$ cat src/inc/tmc_pkg.sv
// Shared constants of the 8-bit timer/counter channel: register map,
// control field layout, reset values, clock-select and mode codes.
// Assumes a 32-bit APB slave with byte addresses on word boundaries.

package tmc_pkg;

  // ----------------------------------------------------------------
  // Register map (byte addresses)
  // ----------------------------------------------------------------
  localparam logic [7:0] TMC_OFS_CTRL = 8'h00;
  localparam logic [7:0] TMC_OFS_CMP = 8'h04;
  localparam logic [7:0] TMC_OFS_DUTY = 8'h08;
  localparam logic [7:0] TMC_OFS_CFG = 8'h0c;
  localparam logic [7:0] TMC_OFS_STAT = 8'h10;

  // ----------------------------------------------------------------
  // Control and config register fields
  // ----------------------------------------------------------------
  localparam int TMC_CTRL_FF_BIT = 7;
  localparam int TMC_CTRL_CK_LSB = 4;
  localparam int TMC_CTRL_START_BIT = 3;
  localparam int TMC_CTRL_MODE_LSB = 0;
  localparam int TMC_CFG_PRESEL_BIT = 0;

  // Status register fields
  localparam int TMC_STAT_RUN_BIT = 0;
  localparam int TMC_STAT_FF_BIT = 1;
  localparam int TMC_STAT_CNT_LSB = 8;

  // ----------------------------------------------------------------
  // Reset values
  // ----------------------------------------------------------------
  localparam logic [7:0] TMC_CTRL_RST = 8'h00;
  localparam logic [7:0] TMC_CMP_RST = 8'h00;
  localparam logic [7:0] TMC_DUTY_RST = 8'h00;
  localparam logic TMC_CFG_RST = 1'b0;
  localparam logic TMC_FF_RST = 1'b0;

  // ----------------------------------------------------------------
  // Clock select codes (control bits 6:4)
  // ----------------------------------------------------------------
  localparam logic [2:0] TMC_CK_SLOWEST = 3'h0;
  localparam logic [2:0] TMC_CK_DIV128 = 3'h1;
  localparam logic [2:0] TMC_CK_DIV32 = 3'h2;
  localparam logic [2:0] TMC_CK_DIV8 = 3'h3;
  localparam logic [2:0] TMC_CK_LOW = 3'h4;
  localparam logic [2:0] TMC_CK_HALF = 3'h5;
  localparam logic [2:0] TMC_CK_FULL = 3'h6;
  localparam logic [2:0] TMC_CK_PIN = 3'h7;

  // Prescaler taps, as powers of two
  localparam int TMC_TAP_SLOWEST = 11;
  localparam int TMC_TAP_DIV128 = 7;
  localparam int TMC_TAP_DIV32 = 5;
  localparam int TMC_TAP_DIV8 = 3;
  localparam int TMC_TAP_HALF = 1;
  localparam int TMC_TAP_LOW8 = 3;

  // ----------------------------------------------------------------
  // Mode codes (control bits 2:0)
  // ----------------------------------------------------------------
  localparam logic [2:0] TMC_MODE_TIMER = 3'h0;
  localparam logic [2:0] TMC_MODE_PDO = 3'h1;
  localparam logic [2:0] TMC_MODE_PWM = 3'h2;

endpackage

$ cat src/core/tmc_channel.sv
// One 8-bit timer/counter channel: timer, event counter, divider output
// and PWM modes, with an APB register slave.
// Assumes clock ticks and the event pin are synchronous to pclk.
//
// Functional notes
// [RQ1] Timer counts clock, match irqs and clears
// [RQ2] Compare write acts at once, unbuffered
// [RQ3] Software keeps preset bit zero in timer
// [RQ4] Event mode counts falling edges of pin
// [RQ5] Event pin levels last two cycles minimum
// [RQ6] Divider mode toggles flop on each match
// [RQ7] Divider pin is inverse flop, resets zero
// [RQ8] Software sets port latch before output
// [RQ9] Stopping holds pin; preset in later write
// [RQ10] Control bit 3 starts and stops counter
// [RQ11] Preset bit cleared while stopped clears flop
// [RQ12] Control codes select clock and mode
// [RQ13] PWM toggles on duty match and overflow
// [RQ14] PWM pin is inverse flop, resets zero
// [RQ15] Duty double-buffered, loads at interrupt
// [RQ16] Duty reads show active stage value
// [RQ17] Software writes duty right after interrupt
// [RQ18] Software stops channel before stop mode
// [RQ19] Four prescaled clocks, low-speed alternative
// [RQ20] PWM adds low, half and full clocks
// [RQ21] Software keeps compare and duty in range
// [RQ22] Counter eight bits, cleared while stopped
//
// Decided for this implementation: the APB interface to the registers and the placing of the registers.
`timescale 1ns/1ps
`default_nettype none

module tmc_channel
  import tmc_pkg::*;
#(
  parameter int CNT_W = 8
) (
  input wire logic pclk, // Bus clock, 200 MHz
  input wire logic presetn, // Async reset, active low
  input wire logic ce, // Clock enable, freezes all state when low
  input wire logic psel, // APB select
  input wire logic penable, // APB access phase
  input wire logic pwrite, // APB direction, high for write
  input wire logic [7:0] paddr, // APB byte address
  input wire logic [31:0] pwdata, // APB write data
  output logic [31:0] prdata, // APB read data
  output logic pready, // APB ready
  output logic pslverr, // APB error on unmapped address
  input wire logic high_speed_clk, // High-speed clock tick
  input wire logic low_speed_clk, // Low-speed clock tick
  input wire logic slow_mode, // Slow or sleep operation
  input wire logic event_in_pin, // External event input
  output logic channel_irq, // Interrupt request pulse
  output logic divider_out_pin, // Divider output, inverse flop
  output logic pwm_out_pin // PWM output, inverse flop
);

  // ----------------------------------------------------------------
  // State
  // ----------------------------------------------------------------
  logic [7:0] ctrl_reg, ctrl_next;
  logic [CNT_W-1:0] cmp_reg, cmp_next;
  logic [CNT_W-1:0] duty_buf_reg, duty_buf_next;
  logic [CNT_W-1:0] duty_act_reg, duty_act_next;
  logic [CNT_W-1:0] cnt_reg, cnt_next;
  logic presel_reg, presel_next;
  logic ff_reg, ff_next;
  logic irq_reg, irq_next;
  logic div_pin_reg, pwm_pin_reg;
  logic [31:0] prdata_reg, prdata_next;
  logic pready_reg, pready_next;
  logic pslverr_reg, pslverr_next;

  // ----------------------------------------------------------------
  // APB decode
  // ----------------------------------------------------------------
  // Setup registers the read data, so access completes one cycle later
  wire setup_ph = psel & ~penable;
  wire access_done = psel & penable & pready_reg;
  wire wr_done = access_done & pwrite;
  wire hit_ctrl = (paddr == TMC_OFS_CTRL);
  wire hit_cmp = (paddr == TMC_OFS_CMP);
  wire hit_duty = (paddr == TMC_OFS_DUTY);
  wire hit_cfg = (paddr == TMC_OFS_CFG);
  wire hit_stat = (paddr == TMC_OFS_STAT);
  wire hit_any = hit_ctrl | hit_cmp | hit_duty | hit_cfg | hit_stat;
  wire wr_ctrl = wr_done & hit_ctrl;
  wire wr_cmp = wr_done & hit_cmp;
  wire wr_duty = wr_done & hit_duty;
  wire wr_cfg = wr_done & hit_cfg;

  // ----------------------------------------------------------------
  // Control fields
  // ----------------------------------------------------------------
  wire running = ctrl_reg[TMC_CTRL_START_BIT];
  wire [2:0] mode = ctrl_reg[TMC_CTRL_MODE_LSB +: 3];
  wire [2:0] ck_sel = ctrl_reg[TMC_CTRL_CK_LSB +: 3];
  wire mode_pwm = (mode == TMC_MODE_PWM);
  wire mode_pdo = (mode == TMC_MODE_PDO);
  wire mode_cmp = (mode == TMC_MODE_TIMER) | mode_pdo;
  wire new_start = pwdata[TMC_CTRL_START_BIT];

  // ----------------------------------------------------------------
  // Source clock selection
  // ----------------------------------------------------------------
  logic [TMC_TAP_SLOWEST:0] hs_div;
  logic [TMC_TAP_LOW8:0] ls_div;
  logic ev_fall;

  tmc_prescaler #(
    .HS_W(TMC_TAP_SLOWEST),
    .LS_W(TMC_TAP_LOW8)
  ) u_pre (
    .pclk(pclk),
    .presetn(presetn),
    .ce(ce),
    .hs_tick(high_speed_clk),
    .ls_tick(low_speed_clk),
    .hs_div(hs_div),
    .ls_div(ls_div)
  );

  tmc_fall_detect u_fall (
    .pclk(pclk),
    .presetn(presetn),
    .ce(ce),
    .level(event_in_pin),
    .fall(ev_fall)
  );

  // [RQ19] prescaled internal clocks
  // Slow operation blocks the high-speed taps and moves the slowest code to the low-speed divide-by-8 path
  wire use_low8 = presel_reg | slow_mode;
  wire tick_slowest = use_low8 ? ls_div[TMC_TAP_LOW8] : hs_div[TMC_TAP_SLOWEST];
  wire tick_hs_ok = ~slow_mode;
  // [RQ20] extra PWM clocks
  // Low, half and full clocks are valid in PWM only; elsewhere no tick
  wire tick_low = mode_pwm & ls_div[0];
  wire tick_half = mode_pwm & tick_hs_ok & hs_div[TMC_TAP_HALF];
  wire tick_full = mode_pwm & tick_hs_ok & hs_div[0];
  // [RQ4] external edge as count source
  // The pin source only counts in timer mode, the event counter
  wire tick_pin = (mode == TMC_MODE_TIMER) & ev_fall;
  // [RQ12] clock code decode
  wire tick =
    (ck_sel == TMC_CK_SLOWEST) ? tick_slowest :
    (ck_sel == TMC_CK_DIV128) ? tick_hs_ok & hs_div[TMC_TAP_DIV128] :
    (ck_sel == TMC_CK_DIV32) ? tick_hs_ok & hs_div[TMC_TAP_DIV32] :
    (ck_sel == TMC_CK_DIV8) ? tick_hs_ok & hs_div[TMC_TAP_DIV8] :
    (ck_sel == TMC_CK_LOW) ? tick_low :
    (ck_sel == TMC_CK_HALF) ? tick_half :
    (ck_sel == TMC_CK_FULL) ? tick_full :
    tick_pin;

  // ----------------------------------------------------------------
  // Counter events
  // ----------------------------------------------------------------
  wire run_tick = running & tick;
  wire [CNT_W-1:0] cnt_inc = CNT_W'(cnt_reg + 1'b1);
  // [RQ1] compare match
  // Match is taken on the incremented value, so the period is cmp ticks
  wire cmp_match = run_tick & mode_cmp & (cnt_inc == cmp_reg);
  // [RQ22] wrap at full count
  wire pwm_ovf = run_tick & mode_pwm & (&cnt_reg);
  wire pwm_match = run_tick & mode_pwm & ~(&cnt_reg) & (cnt_inc == duty_act_reg);
  wire stop_wr = wr_ctrl & running & ~new_start;

  // [RQ22] counter held clear while stopped
  always_comb begin
    if (!running) cnt_next = '0;
    else if (cmp_match | pwm_ovf) cnt_next = '0;
    else if (run_tick & (mode_cmp | mode_pwm)) cnt_next = cnt_inc;
    else cnt_next = cnt_reg;
  end

  // [RQ6] [RQ13] flop toggles on match or overflow
  // [RQ9] [RQ11] preset only while stopped; a stopping write holds the flop
  always_comb begin
    if ((cmp_match & mode_pdo) | pwm_match | pwm_ovf) ff_next = ~ff_reg;
    else if (wr_ctrl & !running) ff_next = pwdata[TMC_CTRL_FF_BIT];
    else ff_next = ff_reg;
  end

  // [RQ1] [RQ6] [RQ13] interrupt pulse
  assign irq_next = cmp_match | pwm_ovf;

  // [RQ10] control and start bit
  assign ctrl_next = wr_ctrl ? pwdata[7:0] : ctrl_reg;
  // [RQ2] compare written straight through
  assign cmp_next = wr_cmp ? pwdata[CNT_W-1:0] : cmp_reg;
  assign presel_next = wr_cfg ? pwdata[TMC_CFG_PRESEL_BIT] : presel_reg;
  assign duty_buf_next = wr_duty ? pwdata[CNT_W-1:0] : duty_buf_reg;

  // [RQ15] duty transfer
  // A write in the overflow cycle misses this transfer and waits a period
  always_comb begin
    if (!running) duty_act_next = wr_duty ? pwdata[CNT_W-1:0] : duty_buf_reg;
    else if (pwm_ovf) duty_act_next = duty_buf_reg;
    else duty_act_next = duty_act_reg;
  end

  // ----------------------------------------------------------------
  // Read data and handshake
  // ----------------------------------------------------------------
  // [RQ16] duty reads return active stage
  wire [31:0] stat_word = {16'h0000, cnt_reg, 6'h00, ff_reg, running};
  wire [31:0] rd_word =
    hit_ctrl ? {24'h000000, ctrl_reg} :
    hit_cmp ? {24'h000000, cmp_reg} :
    hit_duty ? {24'h000000, duty_act_reg} :
    hit_cfg ? {31'h00000000, presel_reg} :
    hit_stat ? stat_word :
    32'h00000000;
  assign prdata_next = (setup_ph & ~pwrite) ? rd_word : prdata_reg;
  assign pready_next = setup_ph ? 1'b1 : (access_done ? 1'b0 : pready_reg);
  assign pslverr_next = setup_ph ? ~hit_any : (access_done ? 1'b0 : pslverr_reg);

  // ----------------------------------------------------------------
  // Registers
  // ----------------------------------------------------------------
  // Bus-facing flops
  always_ff @(posedge pclk or negedge presetn) begin
    if (!presetn) begin
      prdata_reg <= 32'h00000000;
      pready_reg <= 1'b0;
      pslverr_reg <= 1'b0;
    end else if (ce) begin
      prdata_reg <= prdata_next;
      pready_reg <= pready_next;
      pslverr_reg <= pslverr_next;
    end
  end

  // Software-written registers
  always_ff @(posedge pclk or negedge presetn) begin
    if (!presetn) begin
      ctrl_reg <= TMC_CTRL_RST;
      cmp_reg <= TMC_CMP_RST;
      duty_buf_reg <= TMC_DUTY_RST;
      presel_reg <= TMC_CFG_RST;
    end else if (ce) begin
      ctrl_reg <= ctrl_next;
      cmp_reg <= cmp_next;
      duty_buf_reg <= duty_buf_next;
      presel_reg <= presel_next;
    end
  end

  // [RQ7] [RQ14] pins are inverse of flop, flop resets clear
  // Pins are registered from ff_next so they track the flop exactly
  always_ff @(posedge pclk or negedge presetn) begin
    if (!presetn) begin
      cnt_reg <= '0;
      duty_act_reg <= TMC_DUTY_RST;
      ff_reg <= TMC_FF_RST;
      irq_reg <= 1'b0;
      div_pin_reg <= ~TMC_FF_RST;
      pwm_pin_reg <= ~TMC_FF_RST;
    end else if (ce) begin
      cnt_reg <= cnt_next;
      duty_act_reg <= duty_act_next;
      ff_reg <= ff_next;
      irq_reg <= irq_next;
      div_pin_reg <= ~ff_next;
      pwm_pin_reg <= ~ff_next;
    end
  end

  assign prdata = prdata_reg;
  assign pready = pready_reg;
  assign pslverr = pslverr_reg;
  assign channel_irq = irq_reg;
  assign divider_out_pin = div_pin_reg;
  assign pwm_out_pin = pwm_pin_reg;
endmodule

`default_nettype wire

$ cat src/core/tmc_fall_detect.sv
// Falling-edge detector for the external event input.
// Assumes the input is synchronous to pclk and holds each level >= 2 cycles.
`timescale 1ns/1ps
`default_nettype none

module tmc_fall_detect (
  input wire logic pclk, // Bus clock
  input wire logic presetn, // Async reset, active low
  input wire logic ce, // Clock enable
  input wire logic level, // Sampled input level
  output logic fall // One cycle on a high-to-low step
);

  logic prev_reg;

  // Reset high, so a pin held low at start is seen as an edge in the first cycle
  always_ff @(posedge pclk or negedge presetn) begin
    if (!presetn) prev_reg <= 1'b1;
    else if (ce) prev_reg <= level;
  end

  assign fall = prev_reg & ~level;

endmodule

`default_nettype wire

$ cat src/core/tmc_prescaler.sv
// Free-running prescaler for the high-speed and low-speed tick inputs.
// Assumes both ticks are one-cycle enables synchronous to pclk.
`timescale 1ns/1ps
`default_nettype none

module tmc_prescaler #(
  parameter int HS_W = 11,
  parameter int LS_W = 3
) (
  input wire logic pclk, // Bus clock
  input wire logic presetn, // Async reset, active low
  input wire logic ce, // Clock enable
  input wire logic hs_tick, // High-speed clock tick
  input wire logic ls_tick, // Low-speed clock tick
  output logic [HS_W:0] hs_div, // Bit k ticks every 2^k high ticks
  output logic [LS_W:0] ls_div // Bit k ticks every 2^k low ticks
);

  logic [HS_W-1:0] hs_cnt_reg;
  logic [LS_W-1:0] ls_cnt_reg;

  // Counters run always, so a tap phase is unrelated to channel start
  always_ff @(posedge pclk or negedge presetn) begin
    if (!presetn) begin
      hs_cnt_reg <= '0;
      ls_cnt_reg <= '0;
    end else if (ce) begin
      if (hs_tick) hs_cnt_reg <= hs_cnt_reg + 1'b1;
      if (ls_tick) ls_cnt_reg <= ls_cnt_reg + 1'b1;
    end
  end

  // A tap fires when all lower counter bits are one on a tick
  assign hs_div[0] = hs_tick;
  assign ls_div[0] = ls_tick;
  for (genvar k = 1; k <= HS_W; k++) begin : g_hs
    assign hs_div[k] = hs_tick & (&hs_cnt_reg[k-1:0]);
  end
  for (genvar k = 1; k <= LS_W; k++) begin : g_ls
    assign ls_div[k] = ls_tick & (&ls_cnt_reg[k-1:0]);
  end

endmodule

`default_nettype wire

$ cat config.mk
export PLATFORM = sky130hd
export DESIGN_NAME = tmc_channel
export DESIGN_NICKNAME = d
export VERILOG_FILES = /design/src/inc/tmc_pkg.sv /design/src/core/tmc_channel.sv /design/src/core/tmc_fall_detect.sv /design/src/core/tmc_prescaler.sv
export SDC_FILE = /design/constraint.sdc
export NUM_CORES = 1
export LEC_CHECK = 0
export ABC_AREA = 1
export BUFFER_PORTS_ARGS = -buffer_cell sky130_fd_sc_hd__clkbuf_2
export CORE_MARGIN = 2
export CORE_UTILIZATION = 60
export DETAILED_ROUTE_END_ITERATION = 12
export PLACE_DENSITY = 0.86
export SYNTH_ARGS = -nofsm -noshare
export SYNTH_HDL_FRONTEND = slang
export SYNTH_HIERARCHICAL = 1
export SYNTH_SLANG_ARGS = --single-unit
export TNS_END_PERCENT = 10
$ cat constraint.sdc
create_clock -name pclk -period 3.5 [get_ports pclk]
set_input_delay 0.175 -clock pclk [delete_from_list [all_inputs] [get_ports pclk]]
set_output_delay 0.175 -clock pclk [all_outputs]
set_load 0.01 [all_outputs]
Word-level counts from Yosys, hierarchy flattened
Cells that the tools add are included.
{"block": "totals", "regBits": 93, "input_bits": 50, "output_inout_bits": 37}
{"block": "op_classes", "add_sub_neg": 3, "eq_ne": 16, "mux": 24, "n_bitwise": 52, "n_reduce_logical": 20}
{"operator": "16-bit 2-to-1 mux", "count": 5}
{"operator": "8-bit 2-to-1 mux", "count": 6}
{"operator": "1-bit AND", "count": 34}
{"operator": "2-bit AND reduction", "count": 9}
{"operator": "8-bit by 4-bit == test with 1-bit output (second input constant)", "count": 2}
{"operator": "8-bit == test", "count": 2}
{"operator": "1-bit 2-to-1 mux", "count": 13}
{"operator": "11-bit by 1-bit adder with 11-bit output (second input constant)", "count": 1}
{"operator": "11-bit AND reduction", "count": 1}
{"operator": "1-bit bitwise OR", "count": 10}
{"operator": "3-bit by 2-bit == test with 1-bit output (second input constant)", "count": 3}
{"operator": "3-bit == test (second input constant)", "count": 3}
{"operator": "8-bit by 1-bit adder with 8-bit output (second input constant)", "count": 1}
{"operator": "8-bit by 3-bit == test with 1-bit output (second input constant)", "count": 1}
{"operator": "8-bit by 5-bit == test with 1-bit output (second input constant)", "count": 1}
{"operator": "8-bit zero test", "count": 1}
{"operator": "1-bit NOT", "count": 8}
{"operator": "8-bit AND reduction", "count": 1}
{"operator": "7-bit AND reduction", "count": 1}
{"operator": "3-bit by 1-bit == test with 1-bit output (second input constant)", "count": 2}
{"operator": "3-bit zero test", "count": 2}
{"operator": "3-bit AND reduction", "count": 2}
{"operator": "5-bit AND reduction", "count": 1}
{"operator": "3-bit by 1-bit adder with 3-bit output (second input constant)", "count": 1}
{"operator": "4 further kinds", "count": 4}

Logic depth before layout (Yosys ltp)
{"block": "logic_depth", "ltp_word": 18, "ltp_mapped": 19, "ltp_nobuf": 19}

Modules after synthesis
Netlist, hierarchy kept.
{"module": "tmc_channel", "instances": 1, "cells_each": 484, "area_each_um2": 3527.1, "seq_area_each_um2": 1552.7}
{"module": "tmc_prescaler", "instances": 1, "cells_each": 113, "area_each_um2": 893.4, "seq_area_each_um2": 350.3}
{"module": "tmc_fall_detect", "instances": 1, "cells_each": 7, "area_each_um2": 48.8, "seq_area_each_um2": 26.3}

Least setup slack after synthesis
OpenSTA, ideal clock, no wires.
{"block": "synth_timing", "path_type": "reg-to-reg", "start": "reg u_pre.hs_cnt_reg[0]", "end": "reg duty_act_reg[6]", "arrival_time_ns": 2.017, "t_required_ns": 3.374, "setup_slack_ns": 1.357, "stages_incl_launch_ff": 19, "synth_period_minus_slack_ns": 2.143, "path_cell_list": "dfrtp_1 -> ha_1 -> nand3_1 -> inv_1 -> ha_1 -> nand2_1 -> inv_1 -> nand3_1 -> nand3_1 -> nand2_1 -> inv_1 -> nor2_1 -> nand2_1 -> nand3_2 -> nor2_4 -> o21a_4 -> buf_6 -> nand2_1 -> o21ai_0"}
{"block": "synth_between", "word_cells_on_any_way": 25, "cone_classes": "eq/ne: 1; mux: 7; bitwise: 12; reduce/logical: 5"}
{"element": "from (decl)", "line": "tmc_prescaler.sv:19", "source": "logic [HS_W-1:0] hs_cnt_reg;"}
{"element": "from (signal assigned)", "line": "tmc_prescaler.sv:28", "source": "if (hs_tick) hs_cnt_reg <= hs_cnt_reg + 1'b1;"}
{"element": "5-bit AND reduction", "line": "tmc_prescaler.sv:37", "source": "assign hs_div[k] = hs_tick & (&hs_cnt_reg[k-1:0]);"}
{"element": "1-bit AND", "line": "tmc_prescaler.sv:37"}
{"element": "named net hs_div[5]", "line": "tmc_channel.sv:106", "source": "logic [TMC_TAP_SLOWEST:0] hs_div;"}
{"element": "1-bit AND", "line": "tmc_channel.sv:148", "source": "(ck_sel == TMC_CK_DIV32) ? tick_hs_ok & hs_div[TMC_TAP_DIV32] :"}
{"element": "1-bit 2-to-1 mux", "line": "tmc_channel.sv:148"}
{"element": "1-bit 2-to-1 mux", "line": "tmc_channel.sv:147", "source": "(ck_sel == TMC_CK_DIV128) ? tick_hs_ok & hs_div[TMC_TAP_DIV128] :"}
{"element": "1-bit 2-to-1 mux", "line": "tmc_channel.sv:146", "source": "(ck_sel == TMC_CK_SLOWEST) ? tick_slowest :"}
{"element": "1-bit AND", "line": "tmc_channel.sv:158", "source": "wire run_tick = running & tick;"}
{"element": "1-bit AND (2 in series)", "line": "tmc_channel.sv:164", "source": "wire pwm_ovf = run_tick & mode_pwm & (&cnt_reg);"}
{"element": "2-bit by 1-bit inequality test with 1-bit output (no source line)"}
{"element": "2-bit AND reduction (no source line)"}
{"element": "to (signal assigned)", "line": "tmc_channel.sv:261", "source": "duty_act_reg <= duty_act_next;"}
{"element": "to (decl)", "line": "tmc_channel.sv:64", "source": "logic [CNT_W-1:0] duty_act_reg, duty_act_next;"}
The timed path passes the listed nets, and every way through them passes these cells.
A chain may end at the register's enable or synchronous reset.

Worst setup path after layout
{"block": "layout_timing", "start": "reg u_pre.hs_cnt_reg[0]", "end": "reg cnt_reg[2]"}
{"block": "layout_between", "word_cells_on_any_way": 31, "cone_classes": "eq/ne: 1; mux: 9; bitwise: 16; reduce/logical: 5"}
{"element": "5-bit AND reduction (*)", "line": "tmc_prescaler.sv:37"}
{"element": "1-bit AND (*)", "line": "tmc_prescaler.sv:37"}
{"element": "named net hs_div[5]", "line": "tmc_channel.sv:106"}
{"element": "1-bit AND (*)", "line": "tmc_channel.sv:148"}
{"element": "1-bit 2-to-1 mux (*)", "line": "tmc_channel.sv:148"}
{"element": "1-bit 2-to-1 mux (*)", "line": "tmc_channel.sv:147"}
{"element": "1-bit 2-to-1 mux (*)", "line": "tmc_channel.sv:146"}
{"element": "1-bit AND (*)", "line": "tmc_channel.sv:158"}
{"element": "1-bit AND (on tied branches) (2 in series)", "line": "tmc_channel.sv:162, tmc_channel.sv:164"}
{"element": "1-bit bitwise OR", "line": "tmc_channel.sv:171", "source": "else if (cmp_match | pwm_ovf) cnt_next = '0;"}
{"element": "3-bit by 1-bit inequality test with 1-bit output (no source line) / 8-bit 2-to-1 mux (equally long branches)"}
{"element": "2-bit AND reduction (no source line) / 8-bit 2-to-1 mux (equally long branches)"}
{"element": "to (signal assigned)", "line": "tmc_channel.sv:260", "source": "cnt_reg <= cnt_next;"}
{"element": "to (decl)", "line": "tmc_channel.sv:65", "source": "logic [CNT_W-1:0] cnt_reg, cnt_next;"}
Mark *: on every way through the listed nets, which the timed path passes. The rest lies on a longest branch.

==> results.toml <==
[worst_hold_path]
min_path_type = "input pin to register"
hold_path_end = "ctrl_reg[6]"
hold_start = "pwdata[6]"
min_path_cells = 3

[clock_tree]
postCtsSetupBuffers = 0
cts_buffer_depth = 2
htreeDepth = 3
cts_tree = "yes"
numCtsBuffers = 9
cts_root_buf = "clkbuf_8"
clk_latency_ns = 0.36
cts.clk_slew.worst_paths_ns = 0.08
cts.sinks = 77

[worst_setup_path]
r2r_setup_slack_ns = 1.05
reg2reg_to = "cnt_reg[2]"
cp-end-kind = "register"
cp-start-kind = "register"
r2r_start = "u_pre/hs_cnt_reg[0]"
critPathKind = "register to register"
arrival_ns = 2.69
crit_required_ns = 3.74
crit_path_max_fanout = 8
reg2reg_depth = 18

[placement]
hpwlAfterDp_microns = 7134
gp_congestion = 0.8826
port_buffers = 46
dp_cells = 723

[route]
route.final.wire_length_microns = 9874
drc_errors = 0
first_pass_iters = 5
drtIter0Drc = 252
wire_per_inst_microns = 13.33
drtAntennaViolNets = 0
drt-vias-per-instance = 5.352
vias = 3966

[pwr]
p_leak_nw = 2.412
power_w = 0.001993
power_density_nw_per_um2 = 408.4
ir_drop_v = 0.0002662

[final_layout]
insertedDiodeCount = 0
nFillCells = 601
area_delta_synth_final_pct = 10.17
largest_reg_flops = 16
layout.cells.non_filler = 741
drive_above_1_share_pct = 14.64
nets = 694

[synth]
ys_warn_count = 6
avgSynthCellArea_sq_um = 7.457
syn_inst = 594
synth_area_sq_um = 4429

[timing]
whs_ns = 0.09499
finalSetupTns_ns = 0
fin_skew_ns = 0.008245
hold_violations = 0
slew_headroom_pct = 36.56
clock.fmax_mhz = 408.1
slew_violations = 0
tightest_slew_ns = 0.9516
period_share_pct = 70.02
rsz0062_at_grt = "no"
finalSetupViolations = 0
finalCriticalPeriod_ns = 2.451

[floorplanning]
dieWidth_microns = 89.92
ios = 87
dieArea_sq_um = 8086
rows = 31
dieHeight_microns = 89.92
core_sq_um = 7214
initial_core_util_pct = 61.39

[global_routing]
grt_pass1_vias = 3693
antenna_found_initial = 0
grt_max_degree = 78
grt_pass1_wl_microns = 16970
overflow = 0
grtUsageTotal_pct = 25.75

[status]
status = "complete, no violations"

[run]
cap_violations = 0
==> cells in the final DEF, fill, tap and decap left out, types with 3 or more instances in the layout <==
cell and n:
a21oi_1 22, clkbuf_2 45, clkbuf_8 10, conb_1 16, dfrtp_1 75, ha_1 7, inv_1 73, inv_2 4
nand2_1 165, nand2_2 7, nand3_1 34, nand3_2 3, nand4_1 9, nor2_1 54, nor2_2 3, nor2_4 3
nor3_1 3, o21ai_0 48, o21ai_1 17, o22ai_1 7, xnor2_1 3, xor2_1 5
==> per-layer routing <==
metal	part of all wire, %	vias to the layer above	track usage (%)
li1	-	1956	-
met1	45	1855	34.48
met2	47	134	41.60
met3	5.6	21	4.862
met4	2.3	0	10.51
met5	0	-	0
==> cell type report <==
class	instances	area [sq um]	share of cell area (%)
sequential	77	1929	39.54
clock buffer	11	141.4	2.897
timing repair buffer	48	252.7	5.179
inverter	79	301.5	6.179
tap	99	123.9	2.538
multi-input combinational	422	2047	41.95
clock inverter	5	83.83	1.718
==> worst max-delay path, stage by stage, from the launching register on <==
cell,delay (ns)
dfrtp_1,0.43
ha_1,0.26
nand3_1,0.14
inv_1,0.06
ha_1,0.20
nand2_1,0.07
inv_1,0.04
nand3_1,0.07
nand3_1,0.08
nand2_1,0.06
inv_1,0.04
nor2_1,0.09
nand2_1,0.09
nand3_1,0.12
nand3_1,0.10
nand2_2,0.19
inv_2,0.07
nand2_2,0.15
o21ai_1,0.09
==> metrics by stage <==
step,util [%],worst slack [ns],instance area (sq um)
2_1_floorplan,-,1.357,4486
4_1_cts,67.64,1.073,4880
3_5_place_dp,64.24,1.097,4634
5_1_grt,67.64,0.8350,4880
6_report,67.64,1.049,4880
3_3_place_gp,64.24,1.159,4634
==> timing repair <==
item	in CTS	in global routing
hold buffers	2	0
endpoints found under the hold margin	7	0
gates resized for setup	0	0
==> how the worst max path moves through the flow <==
stage                         from              end  slack [ns]  cells past startpoint
2_1_floorplan  u_pre/hs_cnt_reg[0]  duty_act_reg[6]        1.36                     18
3_3_place_gp   u_pre/hs_cnt_reg[0]       cnt_reg[0]        1.16                     18
3_5_place_dp   u_pre/hs_cnt_reg[0]       cnt_reg[2]        1.10                     18
4_1_cts        u_pre/hs_cnt_reg[0]       cnt_reg[2]        1.07                     18
5_1_grt        u_pre/hs_cnt_reg[0]       cnt_reg[0]        0.83                     18
6_report       u_pre/hs_cnt_reg[0]       cnt_reg[2]        1.05                     18
==> power by group <==
part	internal (W)	switching, W
Sequential	0.000948	0.0000548
Clock	0.000422	0.000337
Combinational	0.0000916	0.000139
(Power assumes the default switching activity.)
